### src/socr_pkg.sv
// Constants shared by the serial output control register bank.
// Assumes one 250 MHz ref_clk domain and an APB master on the far side.
`default_nettype none

package socr_pkg;

   // ***********************************************************
   // Bus and datapath sizes
   // ***********************************************************
   localparam int          ADDR_W     = 16;
   localparam int          DATA_W     = 32;
   localparam int          REG_W      = 8;
   localparam int          SAMPLE_W   = 14;
   localparam int          NUM_VC     = 4;
   localparam int          SYNC_DEPTH = 3;

   // ***********************************************************
   // Register indices; byte address is four times the index
   // ***********************************************************
   localparam logic [13:0] IDX_OUT_FMT  = 14'h0561;
   localparam logic [13:0] IDX_OR_CLR   = 14'h0562;
   localparam logic [13:0] IDX_OR_STAT  = 14'h0563;
   localparam logic [13:0] IDX_RATE     = 14'h056e;
   localparam logic [13:0] IDX_PLL_STAT = 14'h056f;
   localparam logic [13:0] IDX_QUICK    = 14'h0570;

   // ***********************************************************
   // Field positions
   // ***********************************************************
   localparam int          FMT_LSB   = 0;
   localparam int          INV_BIT   = 2;
   localparam int          RATE_BIT  = 4;
   localparam int          LOCK_BIT  = 7;
   localparam int          LANE_LSB  = 6;
   localparam int          CONV_LSB  = 3;
   localparam int          OCT_LSB   = 0;

   // ***********************************************************
   // Encodings, writable masks and reset values
   // ***********************************************************
   localparam logic [1:0]  FMT_OFFSET   = 2'h0;
   localparam logic [1:0]  FMT_TWOS     = 2'h1;
   localparam logic [7:0]  MASK_OUT_FMT = 8'h07;
   localparam logic [7:0]  MASK_OR_CLR  = 8'h0f;
   localparam logic [7:0]  MASK_RATE    = 8'h10;
   localparam logic [7:0]  RST_OUT_FMT  = 8'h01;
   localparam logic [7:0]  RST_OR_CLR   = 8'h00;
   localparam logic [7:0]  RST_RATE     = 8'h10;
   localparam logic [7:0]  RST_QUICK    = 8'h80;

endpackage

`default_nettype wire

### src/socr_or_flag.sv
// One sticky overrange flag for a single virtual converter.
// Assumes the event comes from logic on ref_clk, so no synchroniser.
`default_nettype none

module socr_or_flag (
   input  wire logic ref_clk,    // Sample clock
   input  wire logic reset_n,    // Async reset, active low
   input  wire logic or_event,   // Overrange seen this cycle
   input  wire logic or_clear,   // Clear control level
   output var  logic or_flag     // Sticky flag
);

   typedef struct packed {
      logic flag;
   } socr_flag_s;

   socr_flag_s st_reg;
   socr_flag_s st_next;

   // Clear held high wins: the flag is held cleared, not pulsed
   always_comb begin
      st_next = st_reg;
      if (or_clear) begin
         st_next.flag = 1'b0;
      end else if (or_event) begin
         st_next.flag = 1'b1;
      end
   end

   // State register
   always_ff @(posedge ref_clk or negedge reset_n) begin
      if (!reset_n) begin
         st_reg <= '0;
      end else begin
         st_reg <= st_next;
      end
   end

   assign or_flag = st_reg.flag;

   a_flag_sticky: assert property (@(posedge ref_clk) disable iff (!reset_n)
      (or_flag && !or_clear) |=> or_flag)
      else $error("overrange flag dropped without clear");

   a_flag_held_clear: assert property (@(posedge ref_clk) disable iff (!reset_n)
      or_clear |=> !or_flag)
      else $error("overrange flag set while clear held");

   a_flag_set_event: assert property (@(posedge ref_clk) disable iff (!reset_n)
      (or_event && !or_clear) |=> or_flag)
      else $error("overrange event not recorded");

endmodule

`default_nettype wire

### src/socr_regs.sv
// Serial output control register bank with APB slave and sample path.
// Assumes an APB3 master on ref_clk and a PLL lock level from another domain.
`default_nettype none

module socr_regs (
   input  wire logic                          ref_clk,         // 250 MHz clock
   input  wire logic                          reset_n,         // Async reset, active low
   input  wire logic                          psel,            // APB select
   input  wire logic                          penable,         // APB access phase
   input  wire logic                          pwrite,          // APB direction
   input  wire logic [socr_pkg::ADDR_W-1:0]   paddr,           // APB byte address
   input  wire logic [socr_pkg::DATA_W-1:0]   pwdata,          // APB write data
   output var  logic [socr_pkg::DATA_W-1:0]   prdata,          // APB read data
   output var  logic                          pready,          // APB ready
   output var  logic                          pslverr,         // APB error
   input  wire logic [socr_pkg::SAMPLE_W-1:0] sample_in,       // Core sample, two's complement
   output var  logic [socr_pkg::SAMPLE_W-1:0] sample_out,      // Formatted sample
   input  wire logic [socr_pkg::NUM_VC-1:0]   or_event,        // Overrange per converter
   output var  logic [socr_pkg::NUM_VC-1:0]   or_flags,        // Sticky overrange flags
   input  wire logic                          pll_locked_pin,  // Serial PLL lock, async
   output var  logic                          lane_rate_low,   // Low lane rate range
   output var  logic [1:0]                    lane_exp,        // Log2 of lane count
   output var  logic [2:0]                    conv_exp,        // Log2 of converter count
   output var  logic [2:0]                    octet_exp        // Log2 of octets per frame
);

   // ***********************************************************
   // Byte addresses of the registers
   // ***********************************************************
   localparam logic [socr_pkg::ADDR_W-1:0] A_OUT_FMT  = {socr_pkg::IDX_OUT_FMT, 2'h0};
   localparam logic [socr_pkg::ADDR_W-1:0] A_OR_CLR   = {socr_pkg::IDX_OR_CLR, 2'h0};
   localparam logic [socr_pkg::ADDR_W-1:0] A_OR_STAT  = {socr_pkg::IDX_OR_STAT, 2'h0};
   localparam logic [socr_pkg::ADDR_W-1:0] A_RATE     = {socr_pkg::IDX_RATE, 2'h0};
   localparam logic [socr_pkg::ADDR_W-1:0] A_PLL_STAT = {socr_pkg::IDX_PLL_STAT, 2'h0};
   localparam logic [socr_pkg::ADDR_W-1:0] A_QUICK    = {socr_pkg::IDX_QUICK, 2'h0};

   // ***********************************************************
   // State
   // ***********************************************************
   typedef struct packed {
      logic [7:0]                    out_fmt;
      logic [7:0]                    or_clr;
      logic [7:0]                    rate;
      logic [7:0]                    quick;
      logic [socr_pkg::SYNC_DEPTH-1:0] lock_sync;
      logic                          lock;
      logic [socr_pkg::SAMPLE_W-1:0] sample;
      logic [socr_pkg::DATA_W-1:0]   rdata;
      logic                          err;
   } socr_state_s;

   socr_state_s st_reg;
   socr_state_s st_next;

   logic        setup_ph;
   logic        write_ev;
   logic        mapped;
   logic [7:0]  rd_byte;
   logic [7:0]  wbyte;
   logic [socr_pkg::SAMPLE_W-1:0] shaped;

   // ***********************************************************
   // Overrange flags, one cell per virtual converter
   // ***********************************************************
   genvar gi;
   generate
      for (gi = 0; gi < socr_pkg::NUM_VC; gi++) begin : g_flag
         socr_or_flag u_flag (
            .ref_clk  (ref_clk),
            .reset_n  (reset_n),
            .or_event (or_event[gi]),
            .or_clear (st_reg.or_clr[gi]),
            .or_flag  (or_flags[gi])
         );
      end
   endgenerate

   // ***********************************************************
   // Bus decode
   // ***********************************************************

   // Zero wait states: the read word is latched in the setup cycle
   assign setup_ph = psel && !penable;
   assign write_ev = psel && penable && pwrite && !st_reg.err;
   assign wbyte    = pwdata[7:0];

   // Address match, unaligned or unknown addresses answer with an error
   always_comb begin
      mapped  = 1'b1;
      rd_byte = 8'h00;
      case (paddr)
         A_OUT_FMT:  rd_byte = st_reg.out_fmt;
         A_OR_CLR:   rd_byte = st_reg.or_clr;
         A_OR_STAT:  rd_byte = {4'h0, or_flags};
         A_RATE:     rd_byte = st_reg.rate;
         A_PLL_STAT: rd_byte = {st_reg.lock, 7'h00};
         A_QUICK:    rd_byte = st_reg.quick;
         default:    mapped  = 1'b0;
      endcase
   end

   // ***********************************************************
   // Sample shaping
   // ***********************************************************

   // Invert first, then flip the sign bit for offset binary
   always_comb begin
      shaped = sample_in;
      if (st_reg.out_fmt[socr_pkg::INV_BIT]) begin
         shaped = ~sample_in;
      end
      if (st_reg.out_fmt[socr_pkg::FMT_LSB +: 2] == socr_pkg::FMT_OFFSET) begin
         shaped[socr_pkg::SAMPLE_W-1] = ~shaped[socr_pkg::SAMPLE_W-1];
      end
   end

   // ***********************************************************
   // Next state
   // ***********************************************************
   always_comb begin
      st_next        = st_reg;
      st_next.sample = shaped;

      // Read data and error are captured once per transfer
      if (setup_ph) begin
         st_next.err   = !mapped;
         st_next.rdata = {24'h000000, rd_byte};
      end

      // Writes land only at the completing access edge
      if (write_ev) begin
         case (paddr)
            A_OUT_FMT: st_next.out_fmt = wbyte & socr_pkg::MASK_OUT_FMT;
            A_OR_CLR:  st_next.or_clr  = wbyte & socr_pkg::MASK_OR_CLR;
            A_RATE:    st_next.rate    = wbyte & socr_pkg::MASK_RATE;
            A_QUICK:   st_next.quick   = wbyte;
            default:   st_next.rate    = st_reg.rate;
         endcase
      end

      // Lock level: first flop feeds only the second, change taken on agreement
      st_next.lock_sync = {st_reg.lock_sync[1:0], pll_locked_pin};
      if (st_reg.lock_sync[1] == st_reg.lock_sync[2]) begin
         st_next.lock = st_reg.lock_sync[2];
      end
   end

   // ***********************************************************
   // State register
   // ***********************************************************
   always_ff @(posedge ref_clk or negedge reset_n) begin
      if (!reset_n) begin
         st_reg           <= '0;
         st_reg.out_fmt   <= socr_pkg::RST_OUT_FMT;
         st_reg.or_clr    <= socr_pkg::RST_OR_CLR;
         st_reg.rate      <= socr_pkg::RST_RATE;
         st_reg.quick     <= socr_pkg::RST_QUICK;
      end else begin
         st_reg <= st_next;
      end
   end

   // ***********************************************************
   // Outputs
   // ***********************************************************

   // Error is shown only in the access phase; read data is driven in every cycle
   assign pready        = 1'b1;
   assign pslverr       = psel && penable && st_reg.err;
   assign prdata        = st_reg.rdata;
   assign sample_out    = st_reg.sample;
   assign lane_rate_low = st_reg.rate[socr_pkg::RATE_BIT];
   assign lane_exp      = st_reg.quick[socr_pkg::LANE_LSB +: 2];
   assign conv_exp      = st_reg.quick[socr_pkg::CONV_LSB +: 3];
   assign octet_exp     = st_reg.quick[socr_pkg::OCT_LSB +: 3];

   // ***********************************************************
   // Assertions
   // ***********************************************************
   a_invert_path: assert property (@(posedge ref_clk) disable iff (!reset_n)
      (st_reg.out_fmt == 8'h05) |=> (sample_out == ~$past(sample_in)))
      else $error("inverted two's complement sample wrong");

   a_plain_path: assert property (@(posedge ref_clk) disable iff (!reset_n)
      (st_reg.out_fmt == 8'h01) |=> (sample_out == $past(sample_in)))
      else $error("plain sample not passed unchanged");

   a_offset_fmt: assert property (@(posedge ref_clk) disable iff (!reset_n)
      (st_reg.out_fmt == 8'h00) |=> (sample_out == ($past(sample_in) ^ 14'h2000)))
      else $error("offset binary sample wrong");

   a_status_read: assert property (@(posedge ref_clk) disable iff (!reset_n)
      (setup_ph && !pwrite && paddr == A_OR_STAT) |=> (prdata == {28'h0000000, $past(or_flags)}))
      else $error("overrange status read wrong");

   a_lock_follow: assert property (@(posedge ref_clk) disable iff (!reset_n)
      (st_reg.lock_sync[1] == st_reg.lock_sync[2]) |=> (st_reg.lock == $past(st_reg.lock_sync[2])))
      else $error("lock bit did not follow agreed level");

   a_lock_filter: assert property (@(posedge ref_clk) disable iff (!reset_n)
      $changed(st_reg.lock) |-> $past(st_reg.lock_sync[1] == st_reg.lock_sync[2]))
      else $error("lock bit changed without agreement");

   a_rate_write: assert property (@(posedge ref_clk) disable iff (!reset_n)
      (write_ev && paddr == A_RATE) |=> (lane_rate_low == $past(pwdata[4]) && st_reg.rate[3:0] == 4'h0))
      else $error("lane rate write wrong");

   a_quick_fields: assert property (@(posedge ref_clk) disable iff (!reset_n)
      (write_ev && paddr == A_QUICK) |=> (lane_exp == $past(pwdata[7:6]) && conv_exp == $past(pwdata[5:3])))
      else $error("quick setup fields wrong");

   a_unmapped_err: assert property (@(posedge ref_clk) disable iff (!reset_n)
      (setup_ph && !mapped) |=> (pslverr && prdata == 32'h00000000))
      else $error("unmapped access not refused");

endmodule

`default_nettype wire

### config.mk
export PLATFORM = sky130hd
export DESIGN_NAME = socr_regs
export DESIGN_NICKNAME = d
export VERILOG_FILES = /design/src/socr_pkg.sv /design/src/socr_or_flag.sv /design/src/socr_regs.sv
export SDC_FILE = /design/constraint.sdc
export NUM_CORES = 1
export LEC_CHECK = 0
export BUFFER_PORTS_ARGS = -buffer_cell sky130_fd_sc_hd__buf_2
export CAP_MARGIN = 20
export CORE_MARGIN = 4
export CORE_UTILIZATION = 37
export CTS_CLUSTER_SIZE = 30
export DETAILED_ROUTE_END_ITERATION = 16
export PLACE_DENSITY = 0.74
export SYNTH_ARGS = -nofsm -noshare
export SYNTH_HDL_FRONTEND = slang
export SYNTH_SLANG_ARGS = --single-unit
### constraint.sdc
create_clock -name ref_clk -period 2.5 [get_ports ref_clk]
set_input_delay 0.5 -clock ref_clk [delete_from_list [all_inputs] [get_ports ref_clk]]
set_output_delay 0.5 -clock ref_clk [all_outputs]
set_load 0.01 [all_outputs]
==> results of run 1 <==
==> power by group through the flow <==
stage          clock [W]  combinational (W)  sequential (W)
2_1_floorplan          0           0.000123        0.000803
3_3_place_gp           0           0.000153        0.000804
3_5_place_dp           0           0.000157        0.000805
4_1_cts         0.000513           0.000159        0.000790
5_1_grt         0.000544           0.000175        0.000792
6_report        0.000492           0.000156        0.000789
==> kinds of logic after synthesis <==
family / after synthesis / share of synthesized area, %
other: 2 / 0.301
AND/OR/NAND/NOR: 52 / 12.0
multiplexers: 17 / 8.83
buffers and inverters: 65 / 19.6
flip-flops: 47 / 47.3
XOR/XNOR: 16 / 5.62
AO/OA/AOI/OAI: 19 / 5.97
adder cells (fa/ha/maj): 1 / 0.401
==> worst max-delay path by stage <==
stage	from	to	slack (ps)	cells after the start
floorplan	paddr[3]	conv_exp[0]	580	6
global placement	paddr[3]	conv_exp[2]	320	5
detailed placement	paddr[3]	octet_exp[2]	300	5
CTS	paddr[3]	octet_exp[2]	620	5
global route	paddr[3]	octet_exp[2]	540	5
finish	paddr[3]	conv_exp[2]	600	5
==> what timing repair did <==
action                                  in CTS  in global routing
resized for setup                            0                  0
endpoints found under the hold margin        3                  0
hold buffers                                 1                  0
endpoints found under the setup margin       0                  0
==> synth_stat cells (all sizes together), types with 5 or more instances <==
master / instances
buf: 63
dfrtp: 44
mux2: 16
nand2: 13
nor2: 13
xor2: 13
a22oi: 5
nand3: 5
==> stage by stage <==
step                cell area, µm²  utilization, %  setup slack, ps  hold slack [ps]
CTS                           2760            42.7              619              298
finish                        2760            42.7              604              309
detailed placement            2640            40.9              302              314
global placement              2640            40.9              325              309
floorplan                     2580               -              576              204
global route                  2760            42.7              544              296
==> area by class of cell <==
cell class | count | area share [%]
Clock inverter | 1 | 0.272
Multi-Input combinational cell | 130 | 33.1
Sequential cell | 47 | 42.8
Clock buffer | 7 | 3.50
Tap cell | 77 | 3.50
Timing Repair Buffer | 89 | 16.8
==> metal layers <==
layer | track usage (%) | part of all wire [%] | vias up
li1 | - | - | 757
met1 | 14.2 | 39 | 770
met2 | 22.4 | 53 | 59
met3 | 3.84 | 6.7 | 6
met4 | 3.19 | 0.87 | 0
met5 | 0 | 0 | -
==> reports/results.ini, run 1 <==
[layout]
final_cell_mix=buf_2, dfrtp_1, conb_1
layout_commonest_cell=buf_2
num_antenna_cells=0
synthToLayoutAreaGrowth_pct=10.5
fillCellCount=608
seq_area_um2=1180
final-instance-count-excl-fill=351
drive_gt1_share_pct=44.2
largest_reg_flops=14
multiInputGateArea_um2=912
fin_nets=345

[clocking]
cts.sinks=47
insertion_delay_ps=290
cts-root-buf=clkbuf_8
cts_buffers=5
tritoncts=yes
cts_max_level=2
cts.clk_slew.worst_paths_ps=80
cts_buffer_depth=2
cts_setup_buffers=0

[floorplan]
die-area_um2=8120
initial_utilization_pct=38.6
io-pin-count=133
row_count=29
core_area_um2=6460
die_h_um=90.1
die_w_um=90.1

[power_and_ir_drop]
power_density_nw_per_um2=522
p_sw_w=0.000339
p_clk_share_pct=34.3
leakage_nw=1.46
p_total_w=0.00144
swShare_pct=23.5
comb_power_share_pct=10.9
ir_worst_vdd_mv=0.237
p_int_w=0.00110
power_frac_seq_pct=54.9

[timing]
final_hold_viol_count=0
rsz0062_at_grt=no
period_minus_slack_ps=1900
slew_headroom_pct=50.1
skew_ps=2.07
fmax_mhz=527
final.setup.tns_ps=0
finalSetupViolations=0
tightest_slew_ps=748
slew_violations=0
period_share_pct=75.8

[synth]
synthCells=219
yosys.area.top_type_share_pct=44.2
ys_seq_area_share_pct=47.3
ys_seq_elements=47
ys_warn_count=0
syn_avg_cell_area_um2=11.4
synth_edf_count=0
async_flop_share_pct=100
synth_top_area_cell=dfrtp_1
synth_flop_cell=dfrtp_1
yosysUniqueCellTypes=39
synth_area_um2=2490
synth.area.top_cells=dfrtp_1, buf_4, mux2_4

[worst_hold_path]
holdPathStages=1
hold_path.startpoint=pll_locked_pin
hp-class=input pin to register
holdPathEnd=st_next[49]

[setup_path]
crit_path_max_fanout=8
r2r-end=conv_exp[2]
critPathRequiredTime_ps=2680
r2r-start=st_reg[0]
path_buf_inv=1
criticalPathCategory=input pin to register
cpLargestDelayFamily=simple AND/OR/NAND/NOR gates
worstRegToRegCells=3
start_kind=input pin
end_kind=register
cp.arrival_ps=2080
r2r_slack_ps=710
crit_chain=buf_2 -> nor4_4 -> nand2_2 -> or3_1 -> mux2_4
max_stage_delay_ps=640
critPathSlowestCell=or3_1

[global_route]
antenna_found_initial=0
grt_pass1_wl_um=8160
grt_overflow=0
grt_pass1_vias=1700
grt.total_usage_pct=12.4
grt_max_degree=25

[detailed_routing]
drtIter0Drc=59
via_per_inst=4.54
antenna_left=0
drcViolationCount=0
vias=1592
drt_pass1_iterations=4
drt_wl_total_um=4940
wl_per_cell_um=14.1

[run]
drv_cap=0

[placement]
globalplace.congestion=0.807
io_buffer_count=83
place_inst=342
dpl.hpwl_um=4060

[outcome]
outcome=finished, final reports clean

No activity file was read; power rests on OpenSTA's default activity.
==> inputs of run 2 (changes only) <==
--- a/config.mk
+++ b/config.mk
@@ -11,7 +11,7 @@
 export CORE_UTILIZATION = 37
 export CTS_CLUSTER_SIZE = 30
 export DETAILED_ROUTE_END_ITERATION = 16
-export PLACE_DENSITY = 0.74
+export PLACE_DENSITY = 0.77
 export SYNTH_ARGS = -nofsm -noshare
 export SYNTH_HDL_FRONTEND = slang
 export SYNTH_SLANG_ARGS = --single-unit
==> constraint.sdc (replaced) <==
create_clock -name ref_clk -period 1.7 [get_ports ref_clk]
set_input_delay 0.34 -clock ref_clk [delete_from_list [all_inputs] [get_ports ref_clk]]
set_output_delay 0.34 -clock ref_clk [all_outputs]
set_load 0.01 [all_outputs]
==> reports/results.ini, run 2 (synthesis results as in run 1) <==
[layout]
post-route-util_pct=44.3  ; +1.7 points
fin_nets=356  ; +3.2%
final_cell_mix=buf_2, dfrtp_1, conb_1
final-instance-count-excl-fill=362  ; +3.1%
layout_commonest_cell=buf_2
largest_reg_flops=14  ; unchanged
num_antenna_cells=0  ; unchanged
drive_gt1_share_pct=46.7  ; +2.5 points
synthToLayoutAreaGrowth_pct=14.9

[setup_path]
worstRegToRegCells=4  ; +1
r2r-start=st_reg[0]
cp.arrival_ps=1820  ; -260 ps
crit_path_max_fanout=4  ; -4
end_kind=register
critPathLaunch=st_reg[0]
critPathRequiredTime_ps=1890  ; -790 ps
criticalPathCategory=register to register
r2r_slack_ps=70  ; -640 ps
r2r-end=lane_exp[0]
start_kind=register

[detailed_routing]
drtIter0Drc=66  ; +12%
vias=1638  ; +2.9%
drt_pass1_iterations=4  ; unchanged
drt_wl_total_um=5000  ; +1.3%
via_per_inst=4.52  ; -0.24%
antenna_left=0  ; unchanged
wl_per_cell_um=13.8  ; -1.8%
drcViolationCount=0  ; unchanged

[global_route]
grt_max_degree=28  ; +12%
grt.total_usage_pct=13.1  ; +0.63 points
grt_pass1_wl_um=8630  ; +5.7%
antenna_found_initial=0  ; unchanged
grtUsageMet1_pct=15.7  ; +1.5 points
grt_pass1_vias=1730  ; +1.8%
grt_overflow=0  ; unchanged
grt.met3_usage_pct=4.17  ; +0.33 points
grt_use_met2_pct=22.3  ; -0.12 points
top_usage_layer=met2

[timing]
fmax_mhz=614
finalSetupViolations=0  ; unchanged
skew_ps=7.21  ; +5.14 ps
final_hold_viol_count=0  ; unchanged
slew_violations=0  ; unchanged
period_minus_slack_ps=1630
rsz0062_at_grt=no
period_share_pct=95.8

[clocking]
cts_setup_buffers=0  ; unchanged
cts_max_level=2  ; unchanged
insertion_delay_ps=300  ; about the same
cts_buffers=5  ; unchanged
cts_buffer_depth=2  ; unchanged
cts.clk_slew.worst_paths_ps=90  ; about the same
cts.sinks=47  ; unchanged
tritoncts=yes
cts-root-buf=clkbuf_8

[run]
drv_cap=0  ; unchanged

[worst_hold_path]
hp-class=input pin to register
hold_path.startpoint=pll_locked_pin
holdPathStages=1  ; unchanged
holdPathEnd=st_next[49]

[placement]
dpl.hpwl_um=4130  ; +1.7%
globalplace.congestion=0.826  ; +2.4%
io_buffer_count=83  ; unchanged
place_inst=353  ; +3.2%

[power_and_ir_drop]
leakage_nw=1.53  ; +4.7%
p_sw_w=0.000518  ; +53%
power_density_nw_per_um2=749  ; +43%
p_clk_share_pct=34.7  ; +0.4 points
p_total_w=0.00214  ; +49%
comb_power_share_pct=11.2  ; +0.3 points
ir_worst_vdd_mv=0.294  ; +24%
power_frac_seq_pct=54.1  ; -0.8 points
p_int_w=0.00163  ; +48%
swShare_pct=24.2  ; +0.62 points

[floorplan]
initial_utilization_pct=38.6  ; unchanged
die-area_um2=8120  ; unchanged
die_w_um=90.1  ; unchanged
io-pin-count=133  ; unchanged
core_area_um2=6460  ; unchanged
die_h_um=90.1  ; unchanged
row_count=29  ; unchanged

[outcome]
outcome=finished, final reports clean

-- run 2: cell count changes in the layout (fill, tap and decap cells not counted), sizes merged --
cell	delta
buf	+11
-- run 2: metrics by stage --
| stage | hold WS [ps] | instance area (µm²) | setup WS [ps] | TNS [ps] |
|---|---|---|---|---|
| final | 134 | 2860 | 71.4 | 0 |
| after global routing | 122 | 2860 | 9.45 | 0 |
| after CTS | 125 | 2860 | 67.9 | 0 |
| after detailed placement | 335 | 2750 | -176 | -1990 |
| after global placement | 322 | 2750 | -161 | -1950 |
| after floorplan | 44.4 | 2590 | -20.9 | -146 |
-- run 2: critical path: stages, from the launching register on --
cell,delay (ps)
dfrtp_1,400
nand4b_1,230
or3_4,420
buf_4,170
mux2_4,290
-- run 2: layout make-up --
class                           count  area, µm²
Fill cell                         622       3590
Tap cell                           77       96.3
Multi-Input combinational cell    130        926
Timing Repair Buffer              100        558
Clock buffer                        7       96.3
Clock inverter                      1       7.51
Sequential cell                    47       1180
-- run 2: layer usage --
| metal | wire length, µm | vias to the layer above |
|---|---|---|
| met5 | 0 | - |
| met4 | 92 | 0 |
| met3 | 317 | 7 |
| met2 | 2620 | 60 |
| met1 | 1970 | 789 |
| li1 | - | 782 |
-- run 2: how the worst max path moves through the flow --
stage,to,slack [ps],depth (start not counted)
global route,lane_exp[0],9,4
finish,lane_exp[0],70,4
floorplan,conv_exp[0],-20,6
CTS,octet_exp[2],70,4
detailed placement,octet_exp[2],-180,6
global placement,octet_exp[0],-160,6
-- run 2: repair_timing --
action	4_1_cts	5_1_grt
endpoints found under the setup margin	0	2
endpoints found under the hold margin	6	0
hold buffers	1	0
gates resized for setup	0	1
-- run 2: power by group through the flow --
stage                     registers, W  clock network (W)  logic, W
after floorplan                0.00118                  0  0.000183
after global placement         0.00118                  0  0.000236
after detailed placement       0.00118                  0  0.000242
after CTS                      0.00116           0.000772  0.000244
after global routing           0.00116           0.000821  0.000272
final                          0.00116           0.000743  0.000241
==> inputs of run 3 (changes only) <==
--- a/config.mk
+++ b/config.mk
@@ -11,6 +11,7 @@
 export CORE_UTILIZATION = 37
 export CTS_CLUSTER_SIZE = 30
 export DETAILED_ROUTE_END_ITERATION = 16
+export MAX_ROUTING_LAYER = met4
 export PLACE_DENSITY = 0.77
 export SYNTH_ARGS = -nofsm -noshare
 export SYNTH_HDL_FRONTEND = slang
==> reports/results.ini, run 3 (synthesis results as in run 1) <==
[floorplan]
core_area_um2=6460  ; unchanged
row_count=29  ; unchanged
die_h_um=90.1  ; unchanged
die-area_um2=8120  ; unchanged
initial_utilization_pct=38.6  ; unchanged
io-pin-count=133  ; unchanged
die_w_um=90.1  ; unchanged

[global_route]
grt.total_usage_pct=13.5  ; +0.41 points
grt_max_degree=28  ; unchanged
antenna_found_initial=0  ; unchanged
grt_pass1_vias=1734  ; +0.23%
grt_pass1_wl_um=8660  ; +0.32%
grt_overflow=0  ; unchanged

[power_and_ir_drop]
comb_power_share_pct=11.2  ; about the same
p_sw_w=0.000518  ; about the same
ir_worst_vdd_mv=0.294  ; about the same
leakage_nw=1.53  ; unchanged
power_density_nw_per_um2=749  ; about the same
p_int_w=0.00163  ; about the same
p_clk_share_pct=34.6  ; about the same
swShare_pct=24.2  ; about the same
power_frac_seq_pct=54.1  ; about the same

[layout]
largest_reg_flops=14  ; unchanged
synthToLayoutAreaGrowth_pct=14.9  ; unchanged
final-instance-count-excl-fill=362  ; unchanged
final_cell_mix=buf_2, dfrtp_1, conb_1
layout_commonest_cell=buf_2
drive_gt1_share_pct=46.7  ; unchanged
fin_nets=356  ; unchanged
fillCellCount=622  ; unchanged
num_antenna_cells=0  ; unchanged

[clocking]
tritoncts=yes
cts_buffer_depth=2  ; unchanged
cts_buffers=5  ; unchanged
cts_setup_buffers=0  ; unchanged
insertion_delay_ps=300  ; about the same
cts_max_level=2  ; unchanged
cts.clk_slew.worst_paths_ps=90  ; about the same
cts-root-buf=clkbuf_8
cts.sinks=47  ; unchanged

[timing]
final.setup.tns_ps=0  ; unchanged
slew_violations=0  ; unchanged
rsz0062_at_grt=no
finalSetupViolations=0  ; unchanged
period_share_pct=95.8  ; about the same
skew_ps=7.30  ; +0.0870 ps
final_hold_viol_count=0  ; unchanged
period_minus_slack_ps=1630  ; -0.213 ps
fmax_mhz=614  ; about the same

[placement]
globalplace.congestion=0.839  ; +1.5%
place_inst=353  ; unchanged
io_buffer_count=83  ; unchanged
dpl.hpwl_um=4130  ; unchanged

[setup_path]
critPathRequiredTime_ps=1890  ; about the same
r2r-start=st_reg[0]
criticalPathCategory=register to register
cpLargestDelayFamily=simple AND/OR/NAND/NOR gates
critPathSlowestCell=or3_4
max_stage_delay_ps=420  ; about the same
crit_chain=nand4b_1 -> or3_4 -> buf_4 -> mux2_4
critPathLaunch=st_reg[0]
path_buf_inv=1  ; unchanged
cp.arrival_ps=1820  ; about the same
end_kind=register
crit_path_max_fanout=4  ; unchanged
start_kind=register

[outcome]
outcome=finished, final reports clean

[worst_hold_path]
hold_path.startpoint=pll_locked_pin
hp-class=input pin to register

[detailed_routing]
routed-wl-met3_um=306  ; -3.5%
wl_per_cell_um=13.8  ; about the same
drcViolationCount=0  ; unchanged
topRoutingLayerUsed=met4
drt_wl_total_um=5010  ; about the same
vias=1642  ; +0.24%
drt_pass1_iterations=4  ; unchanged
via_per_inst=4.54  ; +0.24%
drtIter0Drc=59  ; -11%
wl_met1_um=1990  ; +0.76%
wl_met2_um=2620  ; about the same
antenna_left=0  ; unchanged

[run]
drv_cap=0  ; unchanged

-- run 3: final timing paths --
path	slack (ps)	endpoint	cells past startpoint
min	130	st_next[49]	1
max reg2reg	70	lane_exp[0]	4
min reg2reg	360	st_next[50]	0
max in group asynchronous	600	lane_rate_low	3
min in group asynchronous	520	sample_out[1]	2
max	70	lane_exp[0]	4
-- run 3: power groups by stage --
stage	logic [W]	clock network [W]	registers, W
after global placement	0.000236	0	0.00118
after floorplan	0.000183	0	0.00118
after global routing	0.000272	0.000821	0.00116
after detailed placement	0.000242	0	0.00118
after CTS	0.000244	0.000772	0.00116
final	0.000241	0.000743	0.00116
-- run 3: through the flow --
stage	utilization [%]	hold slack, ps	setup WS (ps)	power (W)	cell area, µm²
finish	44.3	134	71.6	0.00214	2860
global route	44.3	122	9.45	0.00226	2860
floorplan	-	44.4	-20.9	0.00136	2590
global placement	42.5	322	-161	0.00142	2750
CTS	44.3	125	67.9	0.00218	2860
detailed placement	42.5	335	-176	0.00142	2750
-- run 3: layer usage --
layer / up-vias / GRT usage, %
met5: - / -
met4: 0 / 3.95
met3: 9 / 3.92
met2: 58 / 22.3
met1: 791 / 15.9
li1: 784 / -
-- run 3: cell type report --
class                      instances  area [µm²]  area share (%)
sequential                        47        1180            41.2
tap                               77        96.3            3.36
clock inverter                     1        7.51           0.262
multi-input combinational        130         926            32.3
timing repair buffer             100         558            19.5
clock buffer                       7        96.3            3.36
-- run 3: timing repair --
action	4_1_cts	5_1_grt
hold endpoints to repair	6	0
resized for setup	0	1
hold buffers	1	0
setup endpoints to repair	0	2
